<file path="src/hdl/crc16_pkg.sv">
// package: register map, reset values and polynomials for the crc16 byte engine
package crc16_pkg;
	// byte addresses of the four registers on apb
	localparam logic [7:0] ADDR_BYTE_INPUT    = 8'h00;
	localparam logic [7:0] ADDR_CHECKSUM_LOW  = 8'h04;
	localparam logic [7:0] ADDR_CHECKSUM_HIGH = 8'h08;
	localparam logic [7:0] ADDR_CONTROL       = 8'h0c;
	// reset values
	localparam logic [7:0]  RST_BYTE_INPUT = 8'h00;
	localparam logic [15:0] RST_CHECKSUM   = 16'h0000;
	localparam logic        RST_POLYNOMIAL_SELECT_SEL   = 1'b0;
	// field position of polynomial_select in crc_control
	localparam int          POLYNOMIAL_SELECT_SEL_BIT   = 0;
	// feedback constants
	localparam logic [15:0] POLYNOMIAL_SELECT_CCITT     = 16'h1021;
	localparam logic [15:0] POLYNOMIAL_SELECT_CRC16     = 16'h8005;
	localparam int          BITS_PER_BYTE  = 8;
endpackage

</file>
<file path="src/hdl/crc16_byte_engine.sv">
// apb-attached byte-serial 16-bit crc engine with two selectable polynomials
`timescale 1ns/1ps
`default_nettype none
module crc16_byte_engine
	import crc16_pkg::*;
(
	input  wire logic        pclk,
	input  wire logic        presetn,
	input  wire logic        psel,
	input  wire logic        penable,
	input  wire logic        pwrite,
	input  wire logic [31:0] paddr,
	input  wire logic [31:0] pwdata,
	input  wire logic [3:0]  pstrb,
	output var  logic [31:0] prdata,
	output var  logic        pready,
	output var  logic        pslverr
);

	// one byte step of the crc, fully unrolled combinationally
	function automatic logic [15:0] crc_byte(input logic [15:0] sum, input logic [7:0] din, input logic sel);
		logic [15:0] t;
		logic [15:0] polynomial_select;
		t    = sum ^ {din, 8'h00};
		polynomial_select = sel ? POLYNOMIAL_SELECT_CRC16 : POLYNOMIAL_SELECT_CCITT;
		for (int i = 0; i < BITS_PER_BYTE; i++) begin
			t = t[15] ? ({t[14:0], 1'b0} ^ polynomial_select) : {t[14:0], 1'b0};
		end
		return t;
	endfunction

	logic [7:0]  byte_input_q;
	logic [15:0] running_checksum_q;
	logic        polynomial_select_q;
	logic [15:0] checksum_d;

	// access phase decode; the slave answers in the second access cycle
	wire         access     = psel & penable;
	wire         wr_acc     = access & pwrite;
	wire         rd_acc     = access & ~pwrite;
	wire  [7:0]  word_addr  = paddr[7:0];
	wire         hit_input  = (paddr[31:8] == 24'h000000) && (word_addr == ADDR_BYTE_INPUT);
	wire         hit_low    = (paddr[31:8] == 24'h000000) && (word_addr == ADDR_CHECKSUM_LOW);
	wire         hit_high   = (paddr[31:8] == 24'h000000) && (word_addr == ADDR_CHECKSUM_HIGH);
	wire         hit_ctrl   = (paddr[31:8] == 24'h000000) && (word_addr == ADDR_CONTROL);
	wire         mapped     = hit_input | hit_low | hit_high | hit_ctrl;
	// only byte lane 0 carries data; a write without it changes nothing
	wire         lane0      = pstrb[0];
	wire         wr_input   = wr_acc & hit_input & lane0 & ~pready;
	wire         wr_low     = wr_acc & hit_low & lane0 & ~pready;
	wire         wr_high    = wr_acc & hit_high & lane0 & ~pready;
	wire         wr_ctrl    = wr_acc & hit_ctrl & lane0 & ~pready;
	wire  [15:0] next_sum   = crc_byte(running_checksum_q, pwdata[7:0], polynomial_select_q);

	// checksum next value: crc update wins the pair, direct loads fill one byte
	always_comb begin
		checksum_d = running_checksum_q;
		if (wr_input) begin
			checksum_d = next_sum;
		end else begin
			if (wr_low) begin
				checksum_d[7:0] = pwdata[7:0];
			end
			if (wr_high) begin
				checksum_d[15:8] = pwdata[7:0];
			end
		end
	end

	// register file
	always_ff @(posedge pclk or negedge presetn) begin
		if (!presetn) begin
			byte_input_q        <= RST_BYTE_INPUT;
			running_checksum_q  <= RST_CHECKSUM;
			polynomial_select_q <= RST_POLYNOMIAL_SELECT_SEL;
		end else begin
			if (wr_input) begin
				byte_input_q <= pwdata[7:0];
			end
			if (wr_ctrl) begin
				polynomial_select_q <= pwdata[POLYNOMIAL_SELECT_SEL_BIT];
			end
			running_checksum_q <= checksum_d;
		end
	end

	// read mux; upper bits zero, unused control bits zero
	wire [31:0] rd_mux = hit_input ? {24'h000000, byte_input_q} :
	                     hit_low   ? {24'h000000, running_checksum_q[7:0]} :
	                     hit_high  ? {24'h000000, running_checksum_q[15:8]} :
	                     hit_ctrl  ? {31'h00000000, polynomial_select_q} :
	                     32'h00000000;

	// bus answer: pready pulses one cycle after the access phase begins,
	// so every transfer has exactly one wait state and outputs stay registered
	always_ff @(posedge pclk or negedge presetn) begin
		if (!presetn) begin
			pready  <= 1'b0;
			pslverr <= 1'b0;
			prdata  <= 32'h00000000;
		end else begin
			pready  <= access & ~pready;
			pslverr <= access & ~pready & ~mapped;
			prdata  <= (rd_acc & ~pready) ? rd_mux : 32'h00000000;
		end
	end

	// checks
	property p_update;
		@(posedge pclk) disable iff (!presetn)
		wr_input |=> running_checksum_q == crc_byte($past(running_checksum_q), $past(pwdata[7:0]), $past(polynomial_select_q));
	endproperty
	a_update: assert property (p_update) else $error("checksum not updated from input byte");

	property p_ccitt_one;
		@(posedge pclk) disable iff (!presetn)
		(wr_input && running_checksum_q == 16'h0000 && pwdata[7:0] == 8'h01 && !polynomial_select_q)
		|=> running_checksum_q == 16'h1021;
	endproperty
	a_ccitt_one: assert property (p_ccitt_one) else $error("ccitt single byte wrong");

	property p_crc16_three;
		@(posedge pclk) disable iff (!presetn)
		(wr_input && running_checksum_q == 16'h0000 && pwdata[7:0] == 8'h03 && polynomial_select_q)
		|=> running_checksum_q == 16'h000a;
	endproperty
	a_crc16_three: assert property (p_crc16_three) else $error("crc16 single byte wrong");

	property p_hold;
		@(posedge pclk) disable iff (!presetn)
		!(wr_input | wr_low | wr_high) |=> $stable(running_checksum_q);
	endproperty
	a_hold: assert property (p_hold) else $error("checksum changed without a write");

	property p_input_read;
		@(posedge pclk) disable iff (!presetn)
		(rd_acc && hit_input && !pready) |=> prdata[7:0] == byte_input_q && $stable(running_checksum_q);
	endproperty
	a_input_read: assert property (p_input_read) else $error("input read wrong or started update");

	property p_ctrl_read;
		@(posedge pclk) disable iff (!presetn)
		(rd_acc && hit_ctrl && !pready) |=> prdata[31:1] == 31'h00000000 && prdata[0] == polynomial_select_q;
	endproperty
	a_ctrl_read: assert property (p_ctrl_read) else $error("control readback wrong");

	property p_low_load;
		@(posedge pclk) disable iff (!presetn)
		wr_low && !wr_high |=> running_checksum_q == {$past(running_checksum_q[15:8]), $past(pwdata[7:0])};
	endproperty
	a_low_load: assert property (p_low_load) else $error("low byte load wrong");

	property p_polynomial_select_sel;
		@(posedge pclk) disable iff (!presetn)
		wr_ctrl |=> polynomial_select_q == $past(pwdata[0]);
	endproperty
	a_polynomial_select_sel: assert property (p_polynomial_select_sel) else $error("polynomial select not written");

	property p_ready_one;
		@(posedge pclk) disable iff (!presetn)
		(access && !pready) |=> pready ##1 !pready;
	endproperty
	a_ready_one: assert property (p_ready_one) else $error("pready not a single pulse");

	property p_input_store;
		@(posedge pclk) disable iff (!presetn)
		wr_input |=> byte_input_q == $past(pwdata[7:0]);
	endproperty
	a_input_store: assert property (p_input_store) else $error("input byte not stored");

	// bus answer shape: one pulse, error only with it, data only while it stands
	property p_ready_idle;
		@(posedge pclk) disable iff (!presetn)
		!access |=> !pready;
	endproperty
	a_ready_idle: assert property (p_ready_idle) else $error("pready without an access");

	property p_setup_quiet;
		@(posedge pclk) disable iff (!presetn)
		(psel && !penable) |-> !pready;
	endproperty
	a_setup_quiet: assert property (p_setup_quiet) else $error("pready during setup");

	property p_err_with_ready;
		@(posedge pclk) disable iff (!presetn)
		pslverr |-> pready;
	endproperty
	a_err_with_ready: assert property (p_err_with_ready) else $error("pslverr without pready");

	property p_err_unmapped;
		@(posedge pclk) disable iff (!presetn)
		(access && !pready && !mapped) |=> pslverr;
	endproperty
	a_err_unmapped: assert property (p_err_unmapped) else $error("unmapped access not refused");

	property p_no_err_mapped;
		@(posedge pclk) disable iff (!presetn)
		(access && !pready && mapped) |=> !pslverr;
	endproperty
	a_no_err_mapped: assert property (p_no_err_mapped) else $error("mapped access refused");

	property p_rdata_idle;
		@(posedge pclk) disable iff (!presetn)
		!pready |-> prdata == 32'h00000000;
	endproperty
	a_rdata_idle: assert property (p_rdata_idle) else $error("read data outside answer");

	property p_rdata_upper;
		@(posedge pclk) disable iff (!presetn)
		prdata[31:8] == 24'h000000;
	endproperty
	a_rdata_upper: assert property (p_rdata_upper) else $error("read data upper bits set");

	// write answers carry no data, so a stale read can never leak out
	property p_rdata_write;
		@(posedge pclk) disable iff (!presetn)
		(access && pwrite && !pready) |=> prdata == 32'h00000000;
	endproperty
	a_rdata_write: assert property (p_rdata_write) else $error("read data on a write");

	// checksum readback of both halves, then the high byte load
	property p_low_read;
		@(posedge pclk) disable iff (!presetn)
		(rd_acc && hit_low && !pready) |=> prdata[7:0] == running_checksum_q[7:0];
	endproperty
	a_low_read: assert property (p_low_read) else $error("low byte readback wrong");

	property p_high_read;
		@(posedge pclk) disable iff (!presetn)
		(rd_acc && hit_high && !pready) |=> prdata[7:0] == running_checksum_q[15:8];
	endproperty
	a_high_read: assert property (p_high_read) else $error("high byte readback wrong");

	property p_high_load;
		@(posedge pclk) disable iff (!presetn)
		wr_high && !wr_low |=> running_checksum_q == {$past(pwdata[7:0]), $past(running_checksum_q[7:0])};
	endproperty
	a_high_load: assert property (p_high_load) else $error("high byte load wrong");

	// state that only its own write may move
	property p_input_hold;
		@(posedge pclk) disable iff (!presetn)
		!wr_input |=> $stable(byte_input_q);
	endproperty
	a_input_hold: assert property (p_input_hold) else $error("input byte changed without a write");

	property p_polynomial_select_hold;
		@(posedge pclk) disable iff (!presetn)
		!wr_ctrl |=> $stable(polynomial_select_q);
	endproperty
	a_polynomial_select_hold: assert property (p_polynomial_select_hold) else $error("select changed without a write");

	property p_read_no_change;
		@(posedge pclk) disable iff (!presetn)
		rd_acc |=> $stable(running_checksum_q);
	endproperty
	a_read_no_change: assert property (p_read_no_change) else $error("read moved the checksum");

	property p_no_strobe;
		@(posedge pclk) disable iff (!presetn)
		(access && pwrite && !pstrb[0]) |=> $stable(running_checksum_q) && $stable(byte_input_q);
	endproperty
	a_no_strobe: assert property (p_no_strobe) else $error("strobe-less write had an effect");

	// single-byte results of both polynomials from a cleared pair
	property p_ccitt_zero;
		@(posedge pclk) disable iff (!presetn)
		(wr_input && running_checksum_q == 16'h0000 && pwdata[7:0] == 8'h00) |=> running_checksum_q == 16'h0000;
	endproperty
	a_ccitt_zero: assert property (p_ccitt_zero) else $error("zero byte from zero not zero");

	property p_ccitt_two;
		@(posedge pclk) disable iff (!presetn)
		(wr_input && running_checksum_q == 16'h0000 && pwdata[7:0] == 8'h02 && !polynomial_select_q)
		|=> running_checksum_q == 16'h2042;
	endproperty
	a_ccitt_two: assert property (p_ccitt_two) else $error("ccitt byte two wrong");

	property p_ccitt_seven;
		@(posedge pclk) disable iff (!presetn)
		(wr_input && running_checksum_q == 16'h0000 && pwdata[7:0] == 8'h07 && !polynomial_select_q)
		|=> running_checksum_q == 16'h70e7;
	endproperty
	a_ccitt_seven: assert property (p_ccitt_seven) else $error("ccitt byte seven wrong");

	property p_crc16_one;
		@(posedge pclk) disable iff (!presetn)
		(wr_input && running_checksum_q == 16'h0000 && pwdata[7:0] == 8'h01 && polynomial_select_q)
		|=> running_checksum_q == 16'h8005;
	endproperty
	a_crc16_one: assert property (p_crc16_one) else $error("crc16 byte one wrong");

	property p_crc16_seven;
		@(posedge pclk) disable iff (!presetn)
		(wr_input && running_checksum_q == 16'h0000 && pwdata[7:0] == 8'h07 && polynomial_select_q)
		|=> running_checksum_q == 16'h8011;
	endproperty
	a_crc16_seven: assert property (p_crc16_seven) else $error("crc16 byte seven wrong");

endmodule
`default_nettype wire

</file>
<file path="config.mk">
export PLATFORM = sky130hd
export DESIGN_NAME = crc16_byte_engine
export DESIGN_NICKNAME = d
export VERILOG_FILES = /design/src/hdl/crc16_pkg.sv /design/src/hdl/crc16_byte_engine.sv
export SDC_FILE = /design/constraint.sdc
export NUM_CORES = 1
export LEC_CHECK = 0
export ABC_AREA = 1
export BUFFER_PORTS_ARGS = -buffer_cell sky130_fd_sc_hd__buf_2
export CAP_MARGIN = 20
export CORE_ASPECT_RATIO = 1.1
export CORE_MARGIN = 2
export CORE_UTILIZATION = 30
export CTS_CLUSTER_DIAMETER = 80
export CTS_CLUSTER_SIZE = 12
export DETAILED_ROUTE_END_ITERATION = 12
export REMOVE_ABC_BUFFERS = 1
export SYNTH_ARGS = -nofsm -noshare
export SYNTH_HDL_FRONTEND = slang
export SYNTH_SLANG_ARGS = --single-unit
</file>
<file path="constraint.sdc">
create_clock -name pclk -period 2.15 [get_ports pclk]
set_clock_uncertainty 0.2 [all_clocks]
set_input_delay 0.1075 -clock pclk [delete_from_list [all_inputs] [get_ports pclk]]
set_output_delay 0.1075 -clock pclk [all_outputs]
set_load 0.02 [all_outputs]
</file>
Yosys cells after proc, flatten, opt, wreduce, memory -nomap -nowiden
Index checks and enable logic that the tools add are counted.
- register bits after elaboration: 35
- input port bits: 73
- output and inout port bits: 34
- logic and storage cells: 68
- equality and inequality tests: 3
- multiplexer cells: 17
- bitwise gates (word level): 33
- reductions and logical operators: 8
- operators with widths (kind ; count):
    $mux 16 ; 10
    $xor 16x16->16 ; 9
    $mux 8 ; 6
    $logic_not 24->1 ; 1
    $and 1x1->1 ; 18
    $eq 8x4->1 const B ; 2
    $eq 8x3->1 const B ; 1
    $logic_not 8->1 ; 1
    $logic_and 1x1->1 ; 4
    $reduce_bool 2->1 ; 2
    $not 1->1 ; 3
    $or 1x1->1 ; 3
    $mux 1 ; 1

Logic depth before layout (Yosys ltp)
Gate-level depths: netlist of run 1.
- word-level depth: 18
- gate-level depth with buffers: 17
- gate-level depth less buffers: 17

Worst setup path after synthesis of run 1
OpenSTA, ideal clock, no wires.
- path type: reg2reg
- start: reg polynomial_select_q
- end: reg running_checksum_q[0]
- setup time: 0.119 ns
- arrival: 1.706 ns
- data required time: 1.831 ns
- path slack: 0.125 ns
- cell stages (with the launch flop): 17
- path buffers: 1
- clock period less this slack: 2.025 ns
- cells stage by stage: dfrtp_1 -> buf_6 -> inv_4 -> nand3_2 -> nand2_1 -> nand3_2 -> nand3_2 -> nand2_2 -> nand2_4 -> nand2_4 -> nand2_2 -> nand2_2 -> nand2_2 -> nand3_2 -> nand3_1 -> nand3_1 -> o21a_1
- longest elaborated chain between the ends: 16
- elaborated cells between the ends (all ways): 17
- those cells by class: mux (10); bitwise (7)
- ends and longest elaborated chain (item ; RTL line ; RTL):
    start, declared ; crc16_byte_engine.sv:34 ; logic polynomial_select_q;
    start signal, assigned ; crc16_byte_engine.sv:81 ; polynomial_select_q <= pwdata[POLYNOMIAL_SELECT_SEL_BIT];
    $mux 16 (*) ; crc16_byte_engine.sv:25 ; polynomial_select = sel ? POLYNOMIAL_SELECT_CRC16 : POLYNOMIAL_SELECT_CCITT;
    $xor 16x16->16 ; crc16_byte_engine.sv:27 ; t = t[15] ? ({t[14:0], 1'b0} ^ polynomial_select) : {t[14:0], 1'b0};
    $mux 16 ; crc16_byte_engine.sv:27 ;
    $mux 16 or $xor 16x16->16 (tied branches) ; crc16_byte_engine.sv:27 ;
    $xor 16x16->16 or $mux 16 (tied branches) ; crc16_byte_engine.sv:27 ;
    $mux 16 or $xor 16x16->16 (tied branches) ; crc16_byte_engine.sv:27 ;
    $xor 16x16->16 or $mux 16 (tied branches) ; crc16_byte_engine.sv:27 ;
    $mux 16 or $xor 16x16->16 (tied branches) ; crc16_byte_engine.sv:27 ;
    $xor 16x16->16 or $mux 16 (tied branches) ; crc16_byte_engine.sv:27 ;
    $mux 16 ; crc16_byte_engine.sv:27 ;
    $xor 16x16->16 ; crc16_byte_engine.sv:27 ;
    $mux 16 ; crc16_byte_engine.sv:27 ;
    $xor 16x16->16 ; crc16_byte_engine.sv:27 ;
    $mux 16 (*) (2 in a row) ; crc16_byte_engine.sv:27 ;
    $mux 16 (*) ; crc16_byte_engine.sv:58 ; if (wr_input) begin
    end signal, assigned ; crc16_byte_engine.sv:83 ; running_checksum_q <= checksum_d;
    end, declared ; crc16_byte_engine.sv:33 ; logic [15:0] running_checksum_q;
Every way passes the cells marked *; elsewhere a longest branch is shown, timed or not.
A chain may end at the register's enable or synchronous reset.

Final worst setup path of run 1
- start: in pwdata[1]
- end: reg running_checksum_q[15]
- longest elaborated chain between the ends: 17
- ends and longest elaborated chain (item ; RTL line ; RTL):
    start, declared ; crc16_byte_engine.sv:13 ; input wire logic [31:0] pwdata,
    $xor 16x16->16 (*) ; crc16_byte_engine.sv:24 ; t = sum ^ {din, 8'h00};
    $xor 16x16->16 ; crc16_byte_engine.sv:27 ;
    $mux 16 (*) ; crc16_byte_engine.sv:27 ;
    $xor 16x16->16 ; crc16_byte_engine.sv:27 ;
    $mux 16 (*) ; crc16_byte_engine.sv:27 ;
    $xor 16x16->16 ; crc16_byte_engine.sv:27 ;
    $mux 16 (*) ; crc16_byte_engine.sv:27 ;
    $xor 16x16->16 ; crc16_byte_engine.sv:27 ;
    $mux 16 (*) ; crc16_byte_engine.sv:27 ;
    $xor 16x16->16 ; crc16_byte_engine.sv:27 ;
    $mux 16 (*) ; crc16_byte_engine.sv:27 ;
    $xor 16x16->16 ; crc16_byte_engine.sv:27 ;
    $mux 16 (*) (2 in a row) ; crc16_byte_engine.sv:27 ;
    $xor 16x16->16 ; crc16_byte_engine.sv:27 ;
    $mux 16 (*) ; crc16_byte_engine.sv:27 ;
    $mux 16 (*) ; crc16_byte_engine.sv:58 ;
Marks and branches as above.

==> results of run 1 <==
==> cells in the mapped netlist, drive strengths merged (3+ instances only) <==
cell type  number  area [um2]
o21ai          26         134
buf            30         219
a21oi          16        83.8
xnor2           7        76.3
xor2           13         121
nor2           19        73.8
nor4            5        61.3
dfrtp          35         876
clkinv          3        12.5
nand2          94         410
o211ai          7        52.6
or2             3        18.8
o21a            7        52.6
nor3            3        25.0
inv            38         145
nand3          57         373
nand4           4        25.0
==> layout make-up <==
cell class | instances | share of cell area
Inverter | 41 | 0.0379
Tap cell | 117 | 0.0346
Clock buffer | 6 | 0.0195
Timing Repair Buffer | 133 | 0.216
Sequential cell | 35 | 0.207
Clock inverter | 1 | 0.00118
Multi-Input combinational cell | 291 | 0.483
==> through the flow <==
stage	setup TNS, ns	instances	hold slack (ns)	instance area, um2
4_1_cts	-0.200	617	0.000933	3960
5_1_grt	-1.46	624	0.0208	4230
6_report	-0.578	624	0.000815	4230
3_5_place_dp	-0.788	592	0.0633	3510
3_3_place_gp	-0.606	592	0.0621	3510
2_1_floorplan	-0.550	367	-0.388	2690
==> layer usage <==
metal / up-vias / global-route usage / routed length, um
met2: 61 / 0.317 / 4650
met4: 0 / 0.0412 / 202
met1: 1357 / 0.187 / 3350
li1: 1458 / - / -
met5: - / 0 / 0
met3: 17 / 0.0316 / 341
==> state kept, by name (all words and copies together) (netlist names) <==
| signal | flops |
|---|---|
| byte_input_q | 8 |
| polynomial_select_q | 1 |
| prdata | 8 |
| pready | 1 |
| pslverr | 1 |
| running_checksum_q | 16 |
==> tightest hold or removal path, stage by stage <==
cell,delay (ns)
buf_2,0.08
nor4_1,0.04
nand2_1,0.09
nor4_4,0.05
nor2_1,0.07
==> power groups by stage <==
stage               Combinational (mW)  Clock [mW]  Sequential, mW
finish                           0.437       0.489           0.661
global route                     0.473       0.538           0.661
CTS                              0.376       0.510           0.661
detailed placement               0.316           0           0.674
global placement                 0.311           0           0.674
floorplan                        0.180           0           0.676
==> layout by cell type (no fill, tap or decap), drive strengths merged, types with 2 or more instances in the layout <==
cell type / instances
nand2: 94
nor2: 19
o21a: 7
conb: 24
clkbuf: 6
a21oi: 16
xnor2: 7
nand3: 57
inv: 37
xor2: 13
buf: 123
clkinv: 5
o211ai: 7
o21ai: 26
nor4: 5
nand3b: 2
dlygate4sd3: 10
a2bb2oi: 2
dfrtp: 35
nor3: 3
nand4: 4
or2: 3
==> worst max path at each step <==
| stage | start | slack [ns] | to | cells past startpoint |
|---|---|---|---|---|
| finish | pwdata[1] | -0.10 | running_checksum_q[15] | 13 |
| global route | pwdata[1] | -0.20 | running_checksum_q[0] | 13 |
| CTS | running_checksum_q[15] | -0.06 | running_checksum_q[15] | 15 |
| detailed placement | polynomial_select_q | -0.13 | running_checksum_q[5] | 14 |
| global placement | polynomial_select_q | -0.10 | running_checksum_q[5] | 13 |
| floorplan | polynomial_select_q | -0.13 | running_checksum_q[0] | 15 |
==> cell families after synthesis <==
group	share of synthesized area
and+or+nand+nor	0.358
buffers and inverters	0.136
AOI/OAI and AO/OA	0.126
DFF	0.309
xor gates and xnor gates	0.0698
other	0.00132
==> repair_timing <==
item / in CTS / in global routing
resized for setup: 38 / 43
endpoints found under the hold margin: 45 / 1
hold buffers: 10 / 1
buffers inserted: 8 / 7
setup endpoints to repair: 8 / 11
pin swaps: 15 / 30
gates cloned: 0 / 0
==> impl_metrics.csv, run 1 <==
group,metric,value,unit
hold_path,hold_start,"paddr[0]",
layout,drive_gt1_frac,0.438,
logic_synthesis,synth_edf_count,0,
drt,drc,0,
layout,multi_input_area,0.00204,mm2
setup_path,critPathMaxStageDelay,0.53,ns
pwr,netSwitchingPower,0.503,mW
sta,maxSlewHeadroom,0.454,
placement,io_buffers,55,
setup_path,r2r_slack,-0.10,ns
drt,routed-via-count,2893,
setup_path,crit_required,2.17,ns
pwr,finalPower,1.59,mW
sta,finalMaxSlewViolations,0,
global_routing,overflow,0,
logic_synthesis,synth.distinct_cells,42,
pwr,power.density,375,mW/mm2
drt,vias_per_cell,4.64,
clock_network,worstSkewPairLatency,0.29,ns
global_routing,grt_max_degree,36,
floorplan,die_h,106,um
logic_synthesis,synthCells,376,
pwr,swShare,0.317,
floorplan,rows,37,
logic_synthesis,yosys_warnings,0,
layout,nets,580,
layout,seqCellArea,877,um2
layout,diodes,0,
logic_synthesis,ys_ff_latch,35,
setup_path,cp_slowest_cell,"dlygate4sd3_1",
placement,pre_cts_ws,-0.133,ns
logic_synthesis,syn_avg_cell_area,7.53,um2
placement,gp_congestion,0.888,
sta,setup_ws,-0.102,ns
pwr,ir_drop,0.271,mV
setup_path,rr_endpoint,"running_checksum_q[4]",
sta,finalCritPeriodShare,1.05,
global_routing,grt_pass1_vias,2962,
logic_synthesis,ys_async_sr_fraction,1.00,
drt,drt_iter0_drc,110,
clock_network,cts_sinks,35,
drt,firstDrtPassIters,4,
global_routing,grt_pass1_wl,13700,um
drt,ant_nets,0,
hold_path,hold_path_end,"pslverr",
setup_path,cp_max_fo,4,
layout,final_util,0.457,
layout,n_fill_cell,932,
sta,setup_viol,8,
clock_network,clkTransAtPathRegs,0.07,ns
floorplan,fp.dieW,96.7,um
clock_network,htreeDepth,2,
pwr,leakage,2.13,nW
floorplan,boundaryPins,107,
hold_path,hp-class,"in2reg",
status,status,"finished, violations left",
sta,max_freq,444,MHz
setup_path,r2r-start,"running_checksum_q[15]",
pwr,pwr-share-clk,0.308,
floorplan,core_region_area,0.00926,mm2
logic_synthesis,syn-cell-area,0.00283,mm2
clock_network,clock_tree.root_cell,"clkbuf_8",
setup_path,reg2regPathDepth,16,
setup_path,worstPathArrival,2.27,ns
sta,worst_slew_pin_slew,0.819,ns
flow_run,maxCapViolations,0,
status,violations,"negative setup slack",
clock_network,cts_tree,"yes",
drt,drt-wirelength-per-cell,13.7,um
setup_path,worstSetupEndpointType,"register",
setup_path,crit_family,"buffers and inverters",
logic_synthesis,synth_flop_cell,"dfrtp_1",
hold_path,min_path_cells,5,
global_routing,antenna_found_initial,0,
sta,rsz0062_at_grt,"yes",
layout,syn_to_final_growth,49.3,%
setup_path,start_kind,"input port",
placement,dpl.hpwl,6250,um
drt,wirelength,8540,um
clock_network,cts_made_buffers,5,
floorplan,die_area,0.0102,mm2
setup_path,critPathBufInv,4,
setup_path,crit_type,"in2reg",
sta,period_needed,2.25,ns
global_routing,grtUsageTotal,0.165,
floorplan,start_util,0.306,
logic_synthesis,ys_seq_area_frac,0.309,
pwr,comb_power_share,0.275,
clock_network,clockBufferDepth,2,
setup_path,path_cells,"dlygate4sd3_1, buf_2, xnor2_1, xnor2_2, nor2_1, inv_1, nand2_2, inv_1, nand2_4, nand3_4, nand3_2, nand3_2, a21oi_2",
pwr,p_int,1.08,mW
pwr,seqPwrFrac,0.416,
sta,report.final.hold_viol_count,0,
Power figures use the tool's default switching activity.
==> run 2: changes to the inputs <==
--- a/config.mk
+++ b/config.mk
@@ -5,7 +5,6 @@
 export SDC_FILE = /design/constraint.sdc
 export NUM_CORES = 1
 export LEC_CHECK = 0
-export ABC_AREA = 1
 export BUFFER_PORTS_ARGS = -buffer_cell sky130_fd_sc_hd__buf_2
 export CAP_MARGIN = 20
 export CORE_ASPECT_RATIO = 1.1
==> run 2 against run 1 <==
The run still ends with negative setup slack left. Setup slack got worse by 0.24 ns. Global-route usage decreased by 1.8 points. Sequential power about the same. Die area decreased by 8.3%. Highest routed layer unchanged.
==> impl_metrics.csv, run 2 <==
group,metric,value,unit
setup_path,critPathBufInv,0,
logic_synthesis,ys_async_sr_fraction,1.00,
setup_path,critPathMaxStageDelay,0.47,ns
setup_path,r2r-start,"running_checksum_q[13]",
global_routing,grtUsageTotal,0.147,
layout,syn_to_final_growth,37.7,%
setup_path,path_cells,"xnor2_2, xor3_2, xnor3_4, xnor3_1, o211a_1, o31a_1, a21oi_2",
pwr,seqPwrFrac,0.362,
sta,setup_ws,-0.338,ns
drt,drt-wirelength-per-cell,14.4,um
layout,n_fill_cell,808,
hold_path,min_path_cells,3,
layout,final_cells,488,
sta,rsz0062_at_grt,"yes",
logic_synthesis,yosys-top-cells-area,"dfrtp_1 (34%), xnor2_1 (8.1%), buf_4 (7.3%)",
setup_path,cp_max_fo,2,
drt,ant_nets,0,
placement,gp_congestion,0.862,
logic_synthesis,synth.distinct_cells,49,
pwr,power.density,512,mW/mm2
sta,report.final.hold_viol_count,0,
floorplan,core_region_area,0.00836,mm2
layout,stdcell_area,0.00356,mm2
logic_synthesis,synth_edf_count,0,
hold_path,hp-class,"in2reg",
clock_network,clock_tree.root_cell,"clkbuf_8",
placement,dpl.hpwl,5050,um
status,violations,"negative setup slack",
floorplan,die_area,0.00939,mm2
drt,firstDrtPassIters,4,
logic_synthesis,synth_flop_cell,"dfrtp_1",
flow_run,maxCapViolations,0,
setup_path,crit_end,"running_checksum_q[15]",
pwr,comb_power_share,0.242,
layout,largest_reg_flops,16,
logic_synthesis,synthCells,267,
clock_network,cts_sinks,35,
layout,seqCellArea,876,um2
sta,max_freq,402,MHz
logic_synthesis,yosys_warnings,0,
sta,period_needed,2.49,ns
placement,dp.cells,473,
setup_path,crit_family,"XOR/XNOR gates",
setup_path,crit_cells,7,
setup_path,crit_type,"reg2reg",
clock_network,worstSkewPairLatency,0.29,ns
sta,setup_viol,6,
pwr,swShare,0.262,
pwr,pwr-share-clk,0.397,
layout,final_common_cell,"buf_2",
setup_path,start_kind,"register",
pwr,leakage,1.75,nW
floorplan,boundaryPins,107,
floorplan,die_h,101,um
global_routing,overflow,0,
placement,dpl_cell_area,0.00324,mm2
logic_synthesis,ys_seq_area_frac,0.338,
floorplan,fp.dieW,92.6,um
sta,finalCritPeriodShare,1.16,
clock_network,clockBufferDepth,2,
sta,worst_slew_pin_slew,0.846,ns
layout,multi_input_area,0.00161,mm2
sta,maxSlewHeadroom,0.436,
setup_path,r2r_slack,-0.34,ns
logic_synthesis,ys_top_cells_by_count,"nor2_1 (38), dfrtp_1 (35), buf_4 (25)",
layout,layout_common_cells,"buf_2 (55), buf_4 (49), nor2_1 (37)",
drt,wirelength,7040,um
placement,io_buffers,55,
setup_path,rr_endpoint,"running_checksum_q[15]",
clock_network,htreeDepth,2,
layout,nets,449,
floorplan,rows,35,
clock_network,cts_tree,"yes",
pwr,p_int,1.35,mW
clock_network,cts_made_buffers,5,
setup_path,worstSetupEndpointType,"register",
logic_synthesis,ys_ff_latch,35,
sta,finalMaxSlewViolations,0,
layout,final_util,0.426,
setup_path,cp_slowest_cell,"xor3_2",
logic_synthesis,synth_top_area_share,0.338,
layout,diodes,0,
hold_path,hold_start,"psel",
layout,top_register,"running_checksum_q",
logic_synthesis,synth_area_leader_cell,"dfrtp_1",
setup_path,cp-startpoint,"running_checksum_q[13]",
status,status,"finished, violations left",
global_routing,grt_max_degree,36,
global_routing,antenna_found_initial,0,
drt,drt_iter0_drc,125,
pwr,netSwitchingPower,0.479,mW
drt,drc,0,
setup_path,crit_required,2.18,ns
layout,reg_top3,"running_checksum_q (16), byte_input_q (8), prdata (8)",
clock_network,clkTransAtPathRegs,0.08,ns
floorplan,start_util,0.309,
setup_path,worstPathArrival,2.52,ns
pwr,ir_drop,0.277,mV
drt,routed-via-count,2286,
layout,drive_gt1_frac,0.414,
global_routing,grt_pass1_wl,10700,um
logic_synthesis,syn_avg_cell_area,9.69,um2
global_routing,grt_pass1_vias,2278,
setup_path,reg2regPathDepth,7,
drt,vias_per_cell,4.68,
logic_synthesis,syn-cell-area,0.00259,mm2
logic_synthesis,synth.most_common_cell,"nor2_1",
-- run 2: cell types whose count changed after synthesis, sizes merged, moves of 4 or more --
| cell | previous run | this run |
|---|---|---|
| o21a | 7 | 1 |
| nand2 | 94 | 14 |
| xnor2 | 7 | 28 |
| mux2 | 0 | 13 |
| clkbuf | 2 | 10 |
| nor2 | 19 | 38 |
| o21ai | 26 | 7 |
| buf | 30 | 26 |
| a2111oi | 0 | 4 |
| inv | 38 | 7 |
| xor2 | 13 | 8 |
| nand3 | 57 | 3 |
-- run 2: cells by family (layout without fill, tap and decap cells) --
group                  Yosys count  after routing  share of synthesized area
AND/OR/NAND/NOR                 81             81                      0.147
AO/OA/AOI/OAI                   47             47                      0.119
buffers and inverters           44            131                      0.115
XOR/XNOR                        42             42                      0.202
flip-flops                      35             35                      0.338
multiplexers                    17             17                     0.0769
other                            1             24                    0.00145
-- run 2: how the worst min path moves through the flow --
| stage | end | slack [ns] |
|---|---|---|
| after floorplan | byte_input_q[0] | -0.39 |
| after global placement | prdata[0] | 0.05 |
| after detailed placement | prdata[0] | 0.06 |
| after CTS | pready | 0.002 |
| after global routing | byte_input_q[4] | 0.02 |
| final | pready | 0.002 |
-- run 2: per-layer routing --
layer	vias up	GRT usage	routed length, um
met5	-	0	0
met4	0	0.0333	31
li1	1083	-	-
met1	1102	0.184	2970
met3	5	0.0327	550
met2	96	0.261	3480
-- run 2: metrics by stage --
step | setup WS (ns) | total power, mW | TNS (ns) | hold WS [ns]
2_1_floorplan | -0.478 | 0.921 | -6.77 | -0.388
3_3_place_gp | -0.317 | 1.08 | -2.35 | 0.0458
3_5_place_dp | -0.344 | 1.09 | -2.91 | 0.0622
4_1_cts | -0.338 | 1.84 | -1.10 | 0.00200
5_1_grt | -0.409 | 1.91 | -2.74 | 0.0220
6_report | -0.338 | 1.83 | -1.04 | 0.00210
-- run 2: timing repair --
action	CTS	global route
hold buffers	6	0
setup endpoints to repair	20	20
pin swaps	3	2
setup buffers	0	0
hold endpoints to repair	40	0
resized for setup	5	28
cloned	0	1
-- run 2: worst min-delay path: stages --
cell and delay, ns:
buf_2 0.07, and3b_1 0.17, buf_4 0.12
-- run 2: power groups by stage --
stage               Sequential [mW]  Clock, mW  Combinational (mW)
finish                        0.660      0.724               0.441
global route                  0.660      0.774               0.479
CTS                           0.660      0.744               0.432
detailed placement            0.673          0               0.416
global placement              0.673          0               0.411
floorplan                     0.676          0               0.245
-- run 2: area by class of cell --
| class | count | share of cell area |
|---|---|---|
| clock buffers | 5 | 0.0193 |
| well taps | 111 | 0.0390 |
| repair buffers | 116 | 0.219 |
| multi-input cells | 211 | 0.451 |
| inverters | 7 | 0.00737 |
| flip-flops and latches | 35 | 0.246 |
| clock inverters | 3 | 0.0190 |
